--- src/logic/guard_pkg.sv ---
// constants shared by the timeout guard and its tick generator
// assumes an 8-bit register port with a 3-bit byte offset
`default_nettype none
package guard_pkg;
  // register byte offsets
  localparam logic [2:0] OFS_CTRL_A   = 3'h0;
  localparam logic [2:0] OFS_CTRL_B   = 3'h1;
  localparam logic [2:0] OFS_CNT_HI   = 3'h2;
  localparam logic [2:0] OFS_CNT_LO   = 3'h3;
  localparam logic [2:0] OFS_LIMIT_HI = 3'h4;
  localparam logic [2:0] OFS_LIMIT_LO = 3'h5;
  localparam logic [2:0] OFS_EARLY_HI = 3'h6;
  localparam logic [2:0] OFS_EARLY_LO = 3'h7;
  // control a field positions
  localparam int A_ENABLE = 7;
  localparam int A_IRQ_EN = 6;
  localparam int A_UPDATE = 5;
  localparam int A_TEST_HI = 4;
  localparam int A_TEST_LO = 3;
  localparam int A_HALT_RUN = 2;
  localparam int A_WAIT_RUN = 1;
  localparam int A_STOP_RUN = 0;
  // control b field positions
  localparam int B_EARLY_CHECK = 7;
  localparam int B_IRQ_PENDING = 6;
  localparam int B_DIV256 = 4;
  localparam int B_SRC_HI = 1;
  localparam int B_SRC_LO = 0;
  // reset values
  localparam logic [7:0]  CTRL_A_RESET = 8'h80;
  localparam logic [7:0]  CTRL_B_RESET = 8'h01;
  localparam logic [15:0] LIMIT_RESET  = 16'h0004;
  localparam logic [15:0] EARLY_RESET  = 16'h0000;
  // fast check encodings
  localparam logic [1:0] CHECK_OFF  = 2'h0;
  localparam logic [1:0] CHECK_USER = 2'h1;
  localparam logic [1:0] CHECK_LOW  = 2'h2;
  localparam logic [1:0] CHECK_HIGH = 2'h3;
  // counter clock sources
  localparam logic [1:0] SRC_BUS  = 2'h0;
  localparam logic [1:0] SRC_1KHZ = 2'h1;
  localparam logic [1:0] SRC_32KHZ = 2'h2;
  localparam logic [1:0] SRC_EXT  = 2'h3;
  // sequence words
  localparam logic [15:0] REFRESH_FIRST = 16'h02A6;
  localparam logic [15:0] REFRESH_SECOND = 16'h80B4;
  localparam logic [15:0] UNLOCK_FIRST  = 16'h20C5;
  localparam logic [15:0] UNLOCK_SECOND = 16'h28D9;
  // timing counts in bus clocks; prescaler last count in reference ticks
  localparam logic [7:0] RESET_DELAY_CLKS = 8'h80;
  localparam logic [7:0] UNLOCK_OPEN_CLKS = 8'h80;
  localparam logic [4:0] SEQ_GAP_CLKS     = 5'h10;
  localparam logic [7:0] PRESCALE_LAST    = 8'hFF;
endpackage : guard_pkg
`default_nettype wire

--- src/logic/tick_if.sv ---
// carrier between the guard control and its tick generator
// assumes one clock domain
`default_nettype none
interface tick_if;
  logic [1:0] src;
  logic       div256;
  logic       run;
  logic       slow_tick;
  logic       fast_tick;
  logic       ext_tick;
  logic       tick;
  modport gen (input src, div256, run, slow_tick, fast_tick, ext_tick, output tick);
  modport ctl (output src, div256, run, slow_tick, fast_tick, ext_tick, input tick);
endinterface : tick_if
`default_nettype wire

--- src/logic/tick_gen.sv ---
// counter tick generator: source select and optional divide by 256
// assumes oscillator ticks arrive as one-cycle pulses synchronous to core_clk_i
`default_nettype none
module tick_gen
  import guard_pkg::*;
(
  // clock and reset
  input  wire logic core_clk_i,
  input  wire logic reset_i,
  // control side
  tick_if.gen       tk
);
  logic       src_tick;
  logic [7:0] prescale;

  // pick the reference tick
  always_comb
  begin
    case (tk.src)
      SRC_BUS:   src_tick = 1'b1;
      SRC_1KHZ:  src_tick = tk.slow_tick;
      SRC_32KHZ: src_tick = tk.fast_tick;
      SRC_EXT:   src_tick = tk.ext_tick;
      default:   src_tick = 1'b0;
    endcase
  end

  // divide by 256 prescaler
  always_ff @(posedge core_clk_i or posedge reset_i)
  begin
    if (reset_i)
      prescale <= 8'h00;
    else if (!tk.run)
      prescale <= 8'h00;
    else if (src_tick)
      prescale <= prescale + 8'h01;
  end

  // counting tick, divided or not
  always_ff @(posedge core_clk_i or posedge reset_i)
  begin
    if (reset_i)
      tk.tick <= 1'b0;
    else
      tk.tick <= tk.run && src_tick && (!tk.div256 || prescale == PRESCALE_LAST);
  end
endmodule : tick_gen
`default_nettype wire

--- src/logic/timeout_guard.sv ---
// timeout guard: control/status, counter, refresh and unlock checking
// assumes por_i also raises reset_i; registers reached by a byte-wide port
// Contract
// counter runs only while enable bit 7 of control a is set; write-once.
// with irq enabled, an event raises irq, reset follows 128 clocks after vector fetch.
// with irq disabled, no irq and events reset at once.
// without update permission, configuration is locked after the first setup until reset.
// with update permission, writes accepted for 128 clocks after an unlock.
// two-bit write-once fast check field at bits 4..3.
// fast check field is cleared only by power-on reset.
// low-byte check compares only counter low byte with limit low byte.
// high-byte check compares only counter high byte with limit high byte.
// software writes the user encoding after testing; treated as check off.
// counter runs in halt state only when halt-run bit is set.
// counter runs in wait state only when wait-run bit is set.
// counter runs in stop state only when stop-run bit is set.
// early-refresh check enabled by write-once bit 7 of control b.
// pending flag bit 6 sets on an irq event; writing one clears it.
// write-once bit 4 divides the reference clock by 256.
// write-once source field picks bus, 1 kHz, 32 kHz or external clock.
// reserved bits 5 and 3..2 of control b read zero, writes ignored.
// control a resets to 80h, control b to 01h.
// refresh is 02A6 then 80B4 within 16 clocks, else reset.
// unlock is 20C5 then 28D9 within 16 clocks; other words force reset.
// new configuration applies only once every register is written; here early hi/lo are needed only while the early-refresh check is set.
// write-once fields ignore further writes until reset or unlock.
// irq output follows the pending flag while irq is enabled.
`default_nettype none
module timeout_guard
  import guard_pkg::*;
(
  // clock and resets
  input  wire logic       core_clk_i,
  input  wire logic       reset_i,
  input  wire logic       por_i,
  // register port
  input  wire logic       reg_sel_i,
  input  wire logic       reg_wr_i,
  input  wire logic [2:0] reg_addr_i,
  input  wire logic [7:0] reg_wdata_i,
  output logic      [7:0] reg_rdata_o,
  // chip power states
  input  wire logic       halt_state_i,
  input  wire logic       wait_state_i,
  input  wire logic       stop_state_i,
  // counter clock ticks
  input  wire logic       slow_1khz_osc_i,
  input  wire logic       internal_32khz_osc_i,
  input  wire logic       ext_clk_tick_i,
  // system handshake
  input  wire logic       vec_fetch_i,
  output logic            irq_o,
  output logic            guard_reset_o
);
  import guard_pkg::*;

  typedef enum logic [1:0] {SEQ_IDLE = 2'b00, SEQ_REFRESH = 2'b01, SEQ_UNLOCK = 2'b10} seq_t;
  typedef enum logic [1:0] {EV_IDLE = 2'b00, EV_FETCH = 2'b01, EV_DELAY = 2'b10, EV_RESET = 2'b11} ev_t;

  tick_if tk();

  logic [7:0]  ctrl_a;         // shadow, test bits kept in fast_check_mode
  logic [1:0]  fast_check_mode;
  logic        early_refresh_check;
  logic        div256_select;
  logic [1:0]  clk_src;
  logic [15:0] limit;
  logic [15:0] early_limit;
  logic [5:0]  written;        // a, b, limit hi/lo, early hi/lo
  logic [7:0]  act_a;
  logic        act_early;
  logic        act_div;
  logic [1:0]  act_src;
  logic [15:0] act_limit;
  logic [15:0] act_early_limit;
  logic        timeout_irq_pending;
  logic [15:0] count;
  logic [7:0]  hi_latch;
  seq_t        seq;
  logic [4:0]  gap;
  logic        refresh_ok;
  logic        seq_err;
  logic [7:0]  unlock_left;
  ev_t         ev;
  logic [7:0]  delay;
  logic        wr;
  logic        rd;
  logic        word_wr;
  logic [15:0] word;
  logic        unlock_open;
  logic        cfg_ready;
  logic        run_en;
  logic        limit_hit;
  logic        trigger;

  // decoded accesses
  assign wr          = reg_sel_i && reg_wr_i;
  assign rd          = reg_sel_i && !reg_wr_i;
  assign word_wr     = wr && reg_addr_i == OFS_CNT_LO;
  assign word        = {hi_latch, reg_wdata_i};
  assign unlock_open = unlock_left != 8'h00;
  assign cfg_ready   = &written[3:0] && (!early_refresh_check || &written[5:4]);

  // run permission from enable and chip state
  assign run_en = act_a[A_ENABLE]
               && !(halt_state_i && !act_a[A_HALT_RUN])
               && !(wait_state_i && !act_a[A_WAIT_RUN])
               && !(stop_state_i && !act_a[A_STOP_RUN]);

  // limit compare by fast check mode
  always_comb
  begin
    case (fast_check_mode)
      CHECK_LOW:  limit_hit = count[7:0] == act_limit[7:0];
      CHECK_HIGH: limit_hit = count[15:8] == act_limit[15:8];
      default:    limit_hit = count == act_limit;
    endcase
  end

  assign trigger = ev == EV_IDLE && ((run_en && limit_hit) || seq_err);

  // tick generator hookup
  assign tk.src       = act_src;
  assign tk.div256    = act_div;
  assign tk.run       = run_en;
  assign tk.slow_tick = slow_1khz_osc_i;
  assign tk.fast_tick = internal_32khz_osc_i;
  assign tk.ext_tick  = ext_clk_tick_i;

  tick_gen u_tick (
    .core_clk_i (core_clk_i),
    .reset_i    (reset_i),
    .tk         (tk.gen)
  );

  // write-once shadow configuration
  always_ff @(posedge core_clk_i or posedge reset_i)
  begin
    if (reset_i)
    begin
      ctrl_a              <= CTRL_A_RESET;
      early_refresh_check <= CTRL_B_RESET[B_EARLY_CHECK];
      div256_select       <= CTRL_B_RESET[B_DIV256];
      clk_src             <= CTRL_B_RESET[B_SRC_HI:B_SRC_LO];
      limit               <= LIMIT_RESET;
      early_limit         <= EARLY_RESET;
      written             <= 6'h00;
    end
    else
    begin
      if (refresh_ok && unlock_open)
        written <= written;
      if (wr && (unlock_open || !written[0]) && reg_addr_i == OFS_CTRL_A)
      begin
        ctrl_a     <= reg_wdata_i;
        written[0] <= 1'b1;
      end
      if (wr && (unlock_open || !written[1]) && reg_addr_i == OFS_CTRL_B)
      begin
        early_refresh_check <= reg_wdata_i[B_EARLY_CHECK];
        div256_select       <= reg_wdata_i[B_DIV256];
        clk_src             <= reg_wdata_i[B_SRC_HI:B_SRC_LO];
        written[1]          <= 1'b1;
      end
      if (wr && (unlock_open || !written[2]) && reg_addr_i == OFS_LIMIT_HI)
      begin
        limit[15:8] <= reg_wdata_i;
        written[2]  <= 1'b1;
      end
      if (wr && (unlock_open || !written[3]) && reg_addr_i == OFS_LIMIT_LO)
      begin
        limit[7:0] <= reg_wdata_i;
        written[3] <= 1'b1;
      end
      if (wr && (unlock_open || !written[4]) && reg_addr_i == OFS_EARLY_HI)
      begin
        early_limit[15:8] <= reg_wdata_i;
        written[4]        <= 1'b1;
      end
      if (wr && (unlock_open || !written[5]) && reg_addr_i == OFS_EARLY_LO)
      begin
        early_limit[7:0] <= reg_wdata_i;
        written[5]       <= 1'b1;
      end
      if (seq == SEQ_UNLOCK && word_wr && word == UNLOCK_SECOND && act_a[A_UPDATE])
        written <= 6'h00;
    end
  end

  // fast check field survives all resets but power-on
  always_ff @(posedge core_clk_i or posedge por_i)
  begin
    if (por_i)
      fast_check_mode <= CHECK_OFF;
    else if (wr && (unlock_open || !written[0]) && reg_addr_i == OFS_CTRL_A)
      fast_check_mode <= reg_wdata_i[A_TEST_HI:A_TEST_LO];
  end

  // active configuration, loaded once control a/b and limit are written, early hi/lo too when its check is set
  always_ff @(posedge core_clk_i or posedge reset_i)
  begin
    if (reset_i)
    begin
      act_a           <= CTRL_A_RESET;
      act_early       <= CTRL_B_RESET[B_EARLY_CHECK];
      act_div         <= CTRL_B_RESET[B_DIV256];
      act_src         <= CTRL_B_RESET[B_SRC_HI:B_SRC_LO];
      act_limit       <= LIMIT_RESET;
      act_early_limit <= EARLY_RESET;
    end
    else if (cfg_ready)
    begin
      act_a           <= ctrl_a;
      act_early       <= early_refresh_check;
      act_div         <= div256_select;
      act_src         <= clk_src;
      act_limit       <= limit;
      act_early_limit <= early_limit;
    end
  end

  // refresh and unlock sequence checker
  always_ff @(posedge core_clk_i or posedge reset_i)
  begin
    if (reset_i)
    begin
      seq        <= SEQ_IDLE;
      gap        <= 5'h00;
      hi_latch   <= 8'h00;
      refresh_ok <= 1'b0;
      seq_err    <= 1'b0;
    end
    else
    begin
      refresh_ok <= 1'b0;
      seq_err    <= 1'b0;
      if (wr && reg_addr_i == OFS_CNT_HI)
        hi_latch <= reg_wdata_i;
      case (seq)
        SEQ_IDLE:
        begin
          gap <= 5'h00;
          if (word_wr && word == REFRESH_FIRST)
            seq <= SEQ_REFRESH;
          else if (word_wr && word == UNLOCK_FIRST)
            seq <= SEQ_UNLOCK;
          else if (word_wr)
            seq_err <= 1'b1;
        end
        SEQ_REFRESH, SEQ_UNLOCK:
        begin
          gap <= gap + 5'h01;
          if (word_wr)
          begin
            seq <= SEQ_IDLE;
            if (seq == SEQ_REFRESH && word == REFRESH_SECOND)
            begin
              refresh_ok <= 1'b1;
              seq_err    <= act_early && count < act_early_limit;
            end
            else if (!(seq == SEQ_UNLOCK && word == UNLOCK_SECOND))
              seq_err <= 1'b1;
          end
          else if (gap == SEQ_GAP_CLKS - 5'h01)
          begin
            seq     <= SEQ_IDLE;
            seq_err <= 1'b1;
          end
        end
        default:
          seq <= SEQ_IDLE;
      endcase
    end
  end

  // unlock window countdown
  always_ff @(posedge core_clk_i or posedge reset_i)
  begin
    if (reset_i)
      unlock_left <= 8'h00;
    else if (seq == SEQ_UNLOCK && word_wr && word == UNLOCK_SECOND && act_a[A_UPDATE])
      unlock_left <= UNLOCK_OPEN_CLKS;
    else if (unlock_open)
      unlock_left <= unlock_left - 8'h01;
  end

  // watchdog counter
  always_ff @(posedge core_clk_i or posedge reset_i)
  begin
    if (reset_i)
      count <= 16'h0000;
    else if (refresh_ok)
      count <= 16'h0000;
    else if (tk.tick)
      count <= count + 16'h0001;
  end

  // reset-triggering event sequencer
  always_ff @(posedge core_clk_i or posedge reset_i)
  begin
    if (reset_i)
    begin
      ev            <= EV_IDLE;
      delay         <= 8'h00;
      guard_reset_o <= 1'b0;
    end
    else
    begin
      case (ev)
        EV_IDLE:
          if (trigger && act_a[A_IRQ_EN])
            ev <= EV_FETCH;
          else if (trigger)
          begin
            ev            <= EV_RESET;
            guard_reset_o <= 1'b1;
          end
        EV_FETCH:
        begin
          delay <= 8'h00;
          if (vec_fetch_i)
            ev <= EV_DELAY;
        end
        EV_DELAY:
        begin
          delay <= delay + 8'h01;
          if (delay == RESET_DELAY_CLKS - 8'h01)
          begin
            ev            <= EV_RESET;
            guard_reset_o <= 1'b1;
          end
        end
        EV_RESET:
          guard_reset_o <= 1'b1;
        default:
          ev <= EV_IDLE;
      endcase
    end
  end

  // pending flag, set wins over the write-one clear
  always_ff @(posedge core_clk_i or posedge reset_i)
  begin
    if (reset_i)
      timeout_irq_pending <= 1'b0;
    else if (trigger && act_a[A_IRQ_EN])
      timeout_irq_pending <= 1'b1;
    else if (wr && reg_addr_i == OFS_CTRL_B && reg_wdata_i[B_IRQ_PENDING])
      timeout_irq_pending <= 1'b0;
  end

  // interrupt request
  always_ff @(posedge core_clk_i or posedge reset_i)
  begin
    if (reset_i)
      irq_o <= 1'b0;
    else
      irq_o <= timeout_irq_pending && act_a[A_IRQ_EN];
  end

  // registered read data
  always_ff @(posedge core_clk_i or posedge reset_i)
  begin
    if (reset_i)
      reg_rdata_o <= 8'h00;
    else if (rd)
      case (reg_addr_i)
        OFS_CTRL_A:   reg_rdata_o <= {ctrl_a[7:5], fast_check_mode, ctrl_a[2:0]};
        OFS_CTRL_B:   reg_rdata_o <= {early_refresh_check, timeout_irq_pending, 1'b0,
                                      div256_select, 2'b00, clk_src};
        OFS_CNT_HI:   reg_rdata_o <= count[15:8];
        OFS_CNT_LO:   reg_rdata_o <= count[7:0];
        OFS_LIMIT_HI: reg_rdata_o <= limit[15:8];
        OFS_LIMIT_LO: reg_rdata_o <= limit[7:0];
        OFS_EARLY_HI: reg_rdata_o <= early_limit[15:8];
        default:      reg_rdata_o <= early_limit[7:0];
      endcase
  end
endmodule : timeout_guard
`default_nettype wire

--- config.mk ---
export PLATFORM = sky130hd
export DESIGN_NAME = timeout_guard
export DESIGN_NICKNAME = d
export VERILOG_FILES = /design/src/logic/guard_pkg.sv /design/src/logic/tick_if.sv /design/src/logic/tick_gen.sv /design/src/logic/timeout_guard.sv
export SDC_FILE = /design/constraint.sdc
export NUM_CORES = 1
export LEC_CHECK = 0
export BUFFER_PORTS_ARGS = -buffer_cell sky130_fd_sc_hd__buf_2
export CAP_MARGIN = 20
export CORE_UTILIZATION = 43
export DETAILED_ROUTE_END_ITERATION = 16
export PLACE_DENSITY_LB_ADDON = 0.25
export SLEW_MARGIN = 10
export SYNTH_ARGS = -nofsm -noshare
export SYNTH_HDL_FRONTEND = slang
export SYNTH_HIERARCHICAL = 1
export SYNTH_SLANG_ARGS = --single-unit
--- constraint.sdc ---
create_clock -name core_clk_i -period 4.2 [get_ports core_clk_i]
set_input_delay 0 -clock core_clk_i [delete_from_list [all_inputs] [get_ports core_clk_i]]
set_output_delay 0 -clock core_clk_i [all_outputs]
set_load 0.03 [all_outputs]
==> results.md, run 1 <==
* Syn Std Cell Area at slightly above 8000 sq um
* Synth cell types at between 70 and 80
* Top cells by area, synth: dfrtp_1, mux2_2, ha_1
* Status: complete, no violations
* Post-CTS Hold Fix Bufs at 7
* Yosys warns at 6
* Syn Area/Cell at 10.8 sq um
* Crit path to: act_limit[12]
* Initial antenna violation count at 0
* I/O Pins at 33
* Slew headroom at 31.8%
* Logic pwr share at approximately 20%
* CTS resizes at 0
* Final hold vios at 0
* Core region area at 18700 sq um
* DR pass1 iterations at 5
* Design area at roughly 9300 sq um
* #FFs+latches synth at approximately 160
* Filler Cells Inserted at 1700
* Worst setup path start: written[2]
* DR iter-0 viols at ~390
* Most frequent cells in the layout: dfrtp_1, mux2_2, nand2_1
* RSZ-0062 raised after global routing: false
* Worst R2R Setup Slack at around 1.8 ns
* DRC Markers at 0
* Final HPWL DP at ~14000 um
* Clk pwr share at between 30 and 40%
* WL/cell at 18.8 um
* DP Area at between 8000 and 9000 sq um
* Largest net degree at the start of global routing at just over 80
* Row cnt at 50
* Worst slew pin tran at around 1.0 ns
* Pleak at slightly above 4 nW
* Most common cell after layout, fill and taps aside: dfrtp_1
* Int Pwr at 3.46 mW
* Setup Buffers After CTS at 0
* Critical path class: flop to flop
* Post-synth net total at around 810
* Total gr overflow at 0
* CTS tree: yes
* Num CTS Buffers at 17
* Port bufs at 32
* Critical Path RT at 4.50 ns
* Vias in the first global route at roughly 6000
* GRT Total Usage at between 20% and 30%
* Max clock buf depth at 2
* Via count at about 5800
* Share of post-route cells with drive strength above 1 at between 20% and 30%
* Ys flop type: dfrtp_1
* Setup TNS at 0 ns
* Pwr Total at between 4 and 5 mW
* CP endpoint kind: flop
* Sequential fraction of the synthesis area at a little under 50%
* Vias per cell at around 5.6
* CTS HTree Levels at 4
* R2R cell count at 4
* Ant. Diodes at 0
* Reg2reg end: act_limit[12]
* Post-layout min period at 2.36 ns
* Power Density at about 530 nW/um^2
* Post-route ant nets at 0
* CP startpoint kind: flop
* Post-synthesis cell count at between 700 and 800
* Switching share of power at 29.5%
* Max Freq at between 400 and 500 MHz
* Max Cap Viol at 0
* Clk sinks at around 160
* Final clock skew at 0.00717 ns
* Final Cycle Share at between 50 and 60%
* Seq pwr share at between 40% and 50%
* Endpoints failing setup at 0
* Critical path arrival at between 2 and 3 ns
* Sw Pwr at 1.45 mW
* EDFF count, synth at 0
* Clk root buf: clkbuf_16
* Initial core utilization at 43.9%
* Reg clk slew, reported paths at about 0.06 ns
* Pins over their slew limit at 0
* VDD IR-drop max at between 0.2 and 0.3 mV
* Yosys top cell area share at between 40% and 50%
* Die Span Y at around 140 um
* First-pass GRT wire length at 31700 um
* Worst hold path type: input pin to flop
* GP Congestion at 0.851
* Synthesis-to-finish area growth at 12.8%
* Largest area contributor in the netlist: dfrtp_1
* R2R Path Start: written[2]
* Skew-Pair Late Insertion Delay at around 0.42 ns
* Die area at around 20000 sq um
* Die width at about 140 um
* Share of flip-flops with an asynchronous set or reset at 100%
* Final-stage net count at approximately 840
* Routed WL at just under 20000 um
* Max FO, Critical Path at 33
layer usage:
layer	track usage [%]	up-vias	part of all wire, %
li1	-	2725	-
met1	30.2	2946	47
met2	32.5	146	46
met3	4.48	24	5.4
met4	5.96	0	1.6
met5	0	-	0
how the worst min path moves through the flow:
stage	cells past startpoint	slack, ns	to	start
after floorplan	1	-0.26	fast_check_mode[0]	por_i
after global placement	2	-0.12	fast_check_mode[0]	por_i
after detailed placement	2	-0.12	fast_check_mode[0]	por_i
after CTS	2	0.02	early_limit[1]	reg_wdata_i[1]
after global routing	2	0.04	ctrl_a[1]	reg_wdata_i[1]
final	2	0.03	early_limit[8]	reg_wdata_i[0]
stage by stage:
step	cells	setup WS (ns)	hold slack, ns	utilization, %
floorplan	760	0.117	-0.259	-
global placement	998	1.96	-0.123	45.7
detailed placement	998	1.85	-0.121	45.7
CTS	1037	1.84	0.0159	49.6
global route	1037	1.67	0.0380	49.6
finish	1037	1.84	0.0312	49.6
critical path: stages (launching register included):
cell	delay, ns
dfrtp_1	0.42
nand4_1	0.19
a21oi_4	0.81
buf_4	0.42
mux2_2	0.37
cell families (layout without fill, tap and decap cells):
group / Yosys count / count (layout) / synth area share [%]
AO/OA/AOI/OAI: 124 / 124 / 9.91
XOR/XNOR: 40 / 40 / 4.26
AND/OR/NAND/NOR: 233 / 233 / 14.5
buffers and inverters: 71 / 114 / 3.72
flip-flops: 163 / 163 / 49.7
multiplexers: 100 / 100 / 13.5
adder cells (fa/ha/maj): 29 / 29 / 4.42
power groups by stage:
| stage | clock [mW] | combinational [mW] | sequential (mW) |
|---|---|---|---|
| after detailed placement | 0 | 0.994 | 2.24 |
| after global routing | 1.79 | 1.11 | 2.26 |
| after floorplan | 0 | 0.749 | 2.16 |
| after global placement | 0 | 0.954 | 2.23 |
| final | 1.69 | 1.01 | 2.21 |
| after CTS | 1.72 | 1.01 | 2.21 |
area by class of cell:
| class | instances | area (sq um) | share of cell area (%) |
|---|---|---|---|
| clock buffer | 21 | 470 | 5.08 |
| clock inverter | 11 | 176 | 1.90 |
| inverter | 40 | 155 | 1.67 |
| multi-input combinational | 526 | 3830 | 41.4 |
| sequential | 163 | 4090 | 44.1 |
| tap | 234 | 293 | 3.16 |
| timing repair buffer | 42 | 253 | 2.73 |
synth_stat cells, drive strengths merged, types with 4 or more instances:
cell type    n
dfrtp      157
mux2        81
nand2       79
nor2        52
o21ai       52
inv         40
ha          29
a21oi       28
xnor2       26
mux2i       19
nand4       18
clkbuf      16
nand3       16
buf         15
nor3        14
xor2        14
and2         9
nor2b        9
o22ai        9
dfstp        6
nand2b       6
and3         5
a211oi       4
a21o         4
nor4         4
o221ai       4
or3          4
sequential cells by signal, summed over array words and instances, names as in the netlist, 2 cells and up:
signal	cells
u_tick/prescale	8
seq	2
early_limit	16
hi_latch	8
limit	16
gap	5
fast_check_mode	2
act_a	6
unlock_left	8
delay	8
ctrl_a	6
reg_rdata_o	8
act_early_limit	16
act_src	2
written	6
ev	2
count	16
act_limit	16
clk_src	2
Power figures use the tool's default switching activity.
==> run 2, diff against run 1 <==
==> constraint.sdc (replaced) <==
create_clock -name core_clk_i -period 2.3 [get_ports core_clk_i]
set_input_delay 0 -clock core_clk_i [delete_from_list [all_inputs] [get_ports core_clk_i]]
set_output_delay 0 -clock core_clk_i [all_outputs]
set_load 0.03 [all_outputs]
==> run 2 against run 1 <==
  * Clock power rose by 69%
  * Final cell count is 2.0% higher
  * Combinational power rose by 84%
  * Cell area is 1.3% higher
  * Global-route usage is 0.73 points higher
  * Total power increased by 78%
  * Count of clock-buffer cells in the layout shrank 1
  * Fmax rose by 12%
  * Sequential share of layout area down 0.56 points
  * Via count is 1.4% higher
  * Hold slack got worse by 0.013 ns
  * Largest cell class unchanged
==> results.md, run 2 (synthesis gave the netlist of run 1 again) <==
* Die area at 19700 sq um (unchanged)
* Design area at 9390 sq um (+1.3%)
* Final hold vios at 0 (unchanged)
* Reg2reg end: limit[4]
* Slew headroom at 47.1% (+15 points)
* Initial antenna violation count at 1 (+1)
* Status: complete, no violations
* Post-route ant nets at 0 (unchanged)
* Worst Slack Setup Final at 0.193 ns (-1.65 ns)
* CTS HTree Levels at 4 (unchanged)
* Worst setup path start: unlock_left[0]
* Most common cell after layout, fill and taps aside: dfrtp_1
* Final Cycle Share at 91.6% (+35 points)
* Worst hold path type: input pin to flop
* Worst hold path depth at 3 (+1)
* CP endpoint kind: flop
* Post-layout min period at 2.11 ns (-0.251 ns)
* Critical Path RT at 2.61 ns (-1.89 ns)
* Clk sinks at 163 (unchanged)
* Placed Instances at 1021 (+2.3%)
* Die Span Y at 140 um (unchanged)
* Num CTS Buffers at 17 (unchanged)
* Max clock buf depth at 2 (unchanged)
* Share of post-route cells with drive strength above 1 at 24.3% (+2.2 points)
* Critical Path Slowest Stage Cell: a211oi_2
* Vias per cell at 5.60 (-0.59%)
* DR pass1 iterations at 4 (-1)
* Core region area at 18700 sq um (unchanged)
* Worst R2R Setup Slack at 0.19 ns (-1.65 ns)
* CTS tree: yes
* Place WS at 0.201 ns (-1.65 ns)
* WL/cell at 19.0 um (+0.86%)
* Synthesis-to-finish area growth at 14.3%
* Critical path class: flop to flop
* Initial core utilization at 43.9% (unchanged)
* VDD IR-drop max at 0.675 mV (+140%)
* Endpoints failing setup at 0 (unchanged)
* Max FO, Critical Path at 8 (-76%)
* Largest net degree at the start of global routing at 53 (-35%)
* R2R Path Start: unlock_left[0]
* Die width at 140 um (unchanged)
* Skew-Pair Late Insertion Delay at 0.43 ns (about the same)
* Final clock skew at 0.00765 ns (+0.000486 ns)
* DR iter-0 viols at 290 (-25%)
* Pins over their slew limit at 0 (unchanged)
* GP Congestion at 0.881 (+3.6%)
* Via count at 5924 (+1.4%)
* Critical path arrival at 2.42 ns (-0.24 ns)
* Pleak at 4.19 nW (+2.0%)
* RSZ-0062 raised after global routing: false
* Vias in the first global route at 6098 (+4.0%)
* R2R cell count at 6 (+2)
* Max Cap Viol at 0 (unchanged)
* Port bufs at 32 (unchanged)
* I/O Pins at 33 (unchanged)
* Worst slew pin tran at 0.789 ns (-0.232 ns)
* Worst path cell trace: inv_1, ha_1, nand3b_1, nor3_4, a211oi_2, mux2_2
* Final HPWL DP at 14700 um (+5.6%)
* Reg clk slew, reported paths at 0.07 ns (about the same)
* Hold Crit Endpoint: timeout_irq_pending
* DP Area at 8750 sq um (+2.3%)
* DRC Markers at 0 (unchanged)
* First-pass GRT wire length at 32600 um (+2.7%)
* Total gr overflow at 0 (unchanged)
* Final-stage net count at 863 (+2.5%)
* Non-Filler Instances at 1058 (+2.0%)
* Most frequent cells in the layout: dfrtp_1, mux2_2, nand2_1
* Crit-path max cell delay at 0.66 ns (-0.15 ns)
* Clk root buf: clkbuf_16
* Filler Cells Inserted at 1664 (-2.1%)
* Power Density at 931 nW/um^2 (+76%)
* Routed WL at 20100 um (+2.9%)
* CP startpoint kind: flop
* Setup TNS at 0 ns (unchanged)
* Hold_sp: reg_wdata_i[6]
* Row cnt at 50 (unchanged)
* Ant. Diodes at 0 (unchanged)
* Pwr Total at 8.74 mW (+78%)
* Multi-input gate area at 3830 sq um (unchanged)
* GRT Total Usage at 21.9% (+0.73 points)
* CTS resizes at 0 (unchanged)
* Register area at 4090 sq um (unchanged)
* Max Freq at 475 MHz (+12%)
run 2: changes by cell type in the layout (fill, tap and decap cells not counted), moves of 2 or more:
cell           before  now
bufinv_16           4    2
dlygate4sd3_1       7    5
buf_4               3   24
buf_12              0    2
clkinvlp_4          1    4
clkinv_2            1    3
run 2: worst max path at each step:
stage / to / slack (ns)
finish: limit[4] / 0.19
global route: seq_err / 0.02
CTS: seq_err / 0.17
detailed placement: seq_err / 0.20
global placement: seq_err / 0.26
floorplan: act_a[0] / 0.39
run 2: layer usage:
metal | track usage (%) | vias to the layer above | routed length (um)
met4 | 7.58 | 2 | 421
met5 | 0 | - | 13
met1 | 29.7 | 3002 | 9300
met3 | 4.68 | 30 | 954
li1 | - | 2758 | -
met2 | 34.8 | 132 | 9390
run 2: worst max-delay path, delay by kind of cell, from the launching register on:
kind | cells | cell delay (ns)
AOI/OAI and AO/OA | 1 | 0.66
muxes | 1 | 0.41
DFF | 1 | 0.34
and+or+nand+nor | 2 | 0.29
adders and majority gates | 1 | 0.22
buffers and inverters | 1 | 0.07
run 2: through the flow:
stage          utilization (%)  hold WS (ns)
4_1_cts                   50.2       0.00235
3_3_place_gp              46.8        -0.123
5_1_grt                   50.2        0.0247
6_report                  50.2        0.0182
2_1_floorplan                -        -0.259
3_5_place_dp              46.8        -0.121
run 2: where the power goes:
group	total, mW	leakage (nW)	internal (mW)	switching (mW)
Combinational	1.86	1.87	0.910	0.953
Clock	2.85	0.282	1.66	1.19
Sequential	4.03	2.04	3.53	0.503
run 2: final cells by class:
type | count | share of cell area [%]
Sequential cell | 163 | 43.5
Clock buffer | 20 | 4.86
Timing Repair Buffer | 63 | 4.58
Tap cell | 234 | 3.12
Multi-Input combinational cell | 526 | 40.9
Inverter | 40 | 1.64
Clock inverter | 12 | 1.41
run 2: what timing repair did:
action | CTS | global route
hold buffers | 5 | 0
hold endpoints to repair | 40 | 0
setup buffers | 0 | 0
==> run 3, diff against run 2 <==
--- a/config.mk
+++ b/config.mk
@@ -7,11 +7,10 @@
 export LEC_CHECK = 0
 export BUFFER_PORTS_ARGS = -buffer_cell sky130_fd_sc_hd__buf_2
 export CAP_MARGIN = 20
-export CORE_UTILIZATION = 43
+export CORE_UTILIZATION = 60
 export DETAILED_ROUTE_END_ITERATION = 16
 export PLACE_DENSITY_LB_ADDON = 0.25
 export SLEW_MARGIN = 10
 export SYNTH_ARGS = -nofsm -noshare
 export SYNTH_HDL_FRONTEND = slang
-export SYNTH_HIERARCHICAL = 1
 export SYNTH_SLANG_ARGS = --single-unit
==> run 3 against run 2 <==
  * Global-route usage grew 8.2 points
  * Critical path depth is the same
  * Sequential cell count is the same
==> results.md, run 3 <==
* Status: complete, no violations
* CTS tree: yes
* #FFs+latches synth at 163 (unchanged)
* Num CTS Buffers at 17 (unchanged)
* Synth Area in XOR/XNOR at 4.11% (-0.16 points)
* Pins over their slew limit at 0 (unchanged)
* Most common cell after layout, fill and taps aside: dfrtp_1
* Yosys top cell area share at 48.5% (+0.67 points)
* Clk sinks at 163 (unchanged)
* WL/cell at 20.0 um (+5.2%)
* Max Cap Viol at 0 (unchanged)
* Syn Area/Cell at 10.9 sq um (+0.46%)
* First-pass GRT wire length at 32100 um (-1.6%)
* Largest net degree at the start of global routing at 61 (+15%)
* Core region area at 13200 sq um (-29%)
* Most frequent cells in the layout: dfrtp_1, mux2_2, nand2_1
* CTS HTree Levels at 4 (unchanged)
* Post-synth net total at 798 (-1.7%)
* Synthesis-to-finish area growth at 13.6%
* Post-Synth Adder-Cell Area at 4.48% (+0.062 points)
* Clk root buf: clkbuf_16
* Share of flip-flops with an asynchronous set or reset at 100% (unchanged)
* Yosys warns at 0 (-6)
* Max Freq at 439 MHz (-7.4%)
* Compound-Gate Fraction of Synth Area at 9.24% (-0.68 points)
* DR iter-0 viols at 646 (+120%)
* Setup TNS at 0 ns (unchanged)
* Die Span Y at 118 um (-16%)
* Ant. Diodes at 0 (unchanged)
* DRC Markers at 0 (unchanged)
* Top-count cell post-synth: dfrtp_1
* GRT Total Usage at 30.1% (+8.2 points)
* Final clock skew at 0.00932 ns (+0.00167 ns)
* Ys flop type: dfrtp_1
* Share of post-route cells with drive strength above 1 at 23.3% (-1.0 points)
* Final HPWL DP at 14000 um (-4.6%)
* I/O Pins at 33 (unchanged)
* Critical path arrival at 2.58 ns (+0.16 ns)
* Die width at 118 um (-16%)
* Filler Cells Inserted at 977 (-41%)
* Setup Buffers After CTS at 0 (unchanged)
* Syn Std Cell Area at 8100 sq um (-1.4%)
* Critical Path RT at 2.61 ns (about the same)
* Fin Hold WS at 0.0166 ns (-0.00156 ns)
* Final-stage net count at 847 (-1.9%)
* Initial core utilization at 61.4% (+18 points)
* Vias per cell at 6.04 (+7.9%)
* Endpoints failing setup at 0 (unchanged)
* Multiplexer share of the synthesized area at 13.9% (+0.41 points)
* CTS resizes at 0 (unchanged)
* Final hold vios at 0 (unchanged)
* Pleak at 4.17 nW (-0.65%)
* Largest area contributor in the netlist: dfrtp_1
* Post-route ant nets at 0 (unchanged)
* Sequential fraction of the synthesis area at 50.4% (+0.70 points)
* GP Congestion at 0.889 (+0.84%)
* Via count at 5945 (+0.35%)
* Vias in the first global route at 6138 (+0.66%)
* Die area at 14000 sq um (-29%)
* Commonest cells post-synth: dfrtp_1, mux2_2, nand2_1
* Multi-input gate area at 3760 sq um (-2.0%)
* Post-layout min period at 2.28 ns (+0.169 ns)
* Slew headroom at 57.4% (+10 points)
* Top cells by area, synth: dfrtp_1, mux2_2, ha_1
* Final Cycle Share at 98.9% (+7.3 points)
* Worst slew pin tran at 0.634 ns (-0.155 ns)
* DR pass1 iterations at 5 (+1)
* Initial antenna violation count at 0 (-1)
* Row cnt at 42 (-16%)
* Skew-Pair Late Insertion Delay at 0.42 ns (about the same)
* EDFF count, synth at 0 (unchanged)
* Reg clk slew, reported paths at 0.07 ns (about the same)
* CP endpoint kind: flop
* Critical path class: flop to flop
* RSZ-0062 raised after global routing: false
* Routed WL at 19600 um (-2.2%)
* Register area at 4090 sq um (unchanged)
* Port bufs at 32 (unchanged)
* VDD IR-drop max at 0.740 mV (+9.7%)
* Worst hold path type: input pin to flop
* Max clock buf depth at 2 (unchanged)
* Total gr overflow at 0 (unchanged)
* Synth cell types at 68 (-5.6%)
* Post-synthesis cell count at 746 (-1.8%)
* CP startpoint kind: flop
* Max FO, Critical Path at 6 (-2)
* Simple-Gate Fraction of Synth Area at 14.5% (+0.065 points)
* Power Density at 964 nW/um^2 (+3.5%)
* Worst R2R Setup Slack at 0.02 ns (-0.17 ns)
* Largest family of logic cells by synthesized area: simple AND/OR/NAND/NOR gates
==> run 3: cell type report <==
class	count	share of cell area, %
sequential	163	44.4
multi-input combinational	518	40.8
clock buffer	20	4.74
timing repair buffer	57	4.32
tap	176	2.39
clock inverter	12	1.74
inverter	38	1.59
==> run 3: path summary, 6_finish.rpt <==
kind                                startpoint  cells after the start        endpoint
min in group asynchronous              reset_i                      3  early_limit[6]
worst min register to register        act_a[5]                      1      written[2]
worst max-delay path                  count[7]                      6   guard_reset_o
worst min-delay path            reg_wdata_i[7]                      2       limit[15]
worst max register to register        count[7]                      6   guard_reset_o
max in group asynchronous              reset_i                      4      act_src[0]
==> run 3: what timing repair did <==
item                                    4_1_cts  5_1_grt
hold endpoints to repair                     26        0
endpoints found under the setup margin        0        0
hold buffers                                  5        0
==> run 3: power breakdown <==
part	switching, mW	leakage (nW)	internal, mW
combinational	0.995	1.84	0.906
sequential	0.549	2.04	3.54
clock	1.16	0.283	1.72
==> run 3: logic make-up (layout without fill, tap and decap cells) <==
family          count (synthesis)  count (layout)
compound gates                118             118
xor+xnor                       38              38
fa+ha+maj                      29              29
buf+inv                        65             127
flops                         163             163
mux                           101             101
simple gates                  232             232
==> run 3: metrics by stage <==
stage / instances / utilization, % / instance area, sq um / power, mW / worst slack, ns
after floorplan: 746 / - / 8110 / 5.35 / 0.262
after global placement: 947 / 64.9 / 8560 / 5.87 / 0.193
after detailed placement: 947 / 64.9 / 8560 / 5.99 / 0.137
after CTS: 984 / 69.8 / 9210 / 8.89 / 0.0973
after global routing: 984 / 69.8 / 9210 / 9.29 / 0.0218
final: 984 / 69.8 / 9210 / 8.87 / 0.0245
==> run 3: layer usage <==
metal  vias to the layer above  GRT usage [%]  routed length, um
met5                         -              0                  0
met4                         0           13.7                762
met3                        53           6.42               1110
met2                       207           48.3               9460
met1                      2967           39.3               8310
li1                       2718              -                  -
==> run 3: worst max-delay path, stage by stage, from the launching register on <==
cell and delay (ns):
dfrtp_1 0.51, xor2_1 0.22, nor4_1 0.56, a22oi_1 0.17, nor3_2 0.26, o211ai_1 0.18, a41o_1 0.27
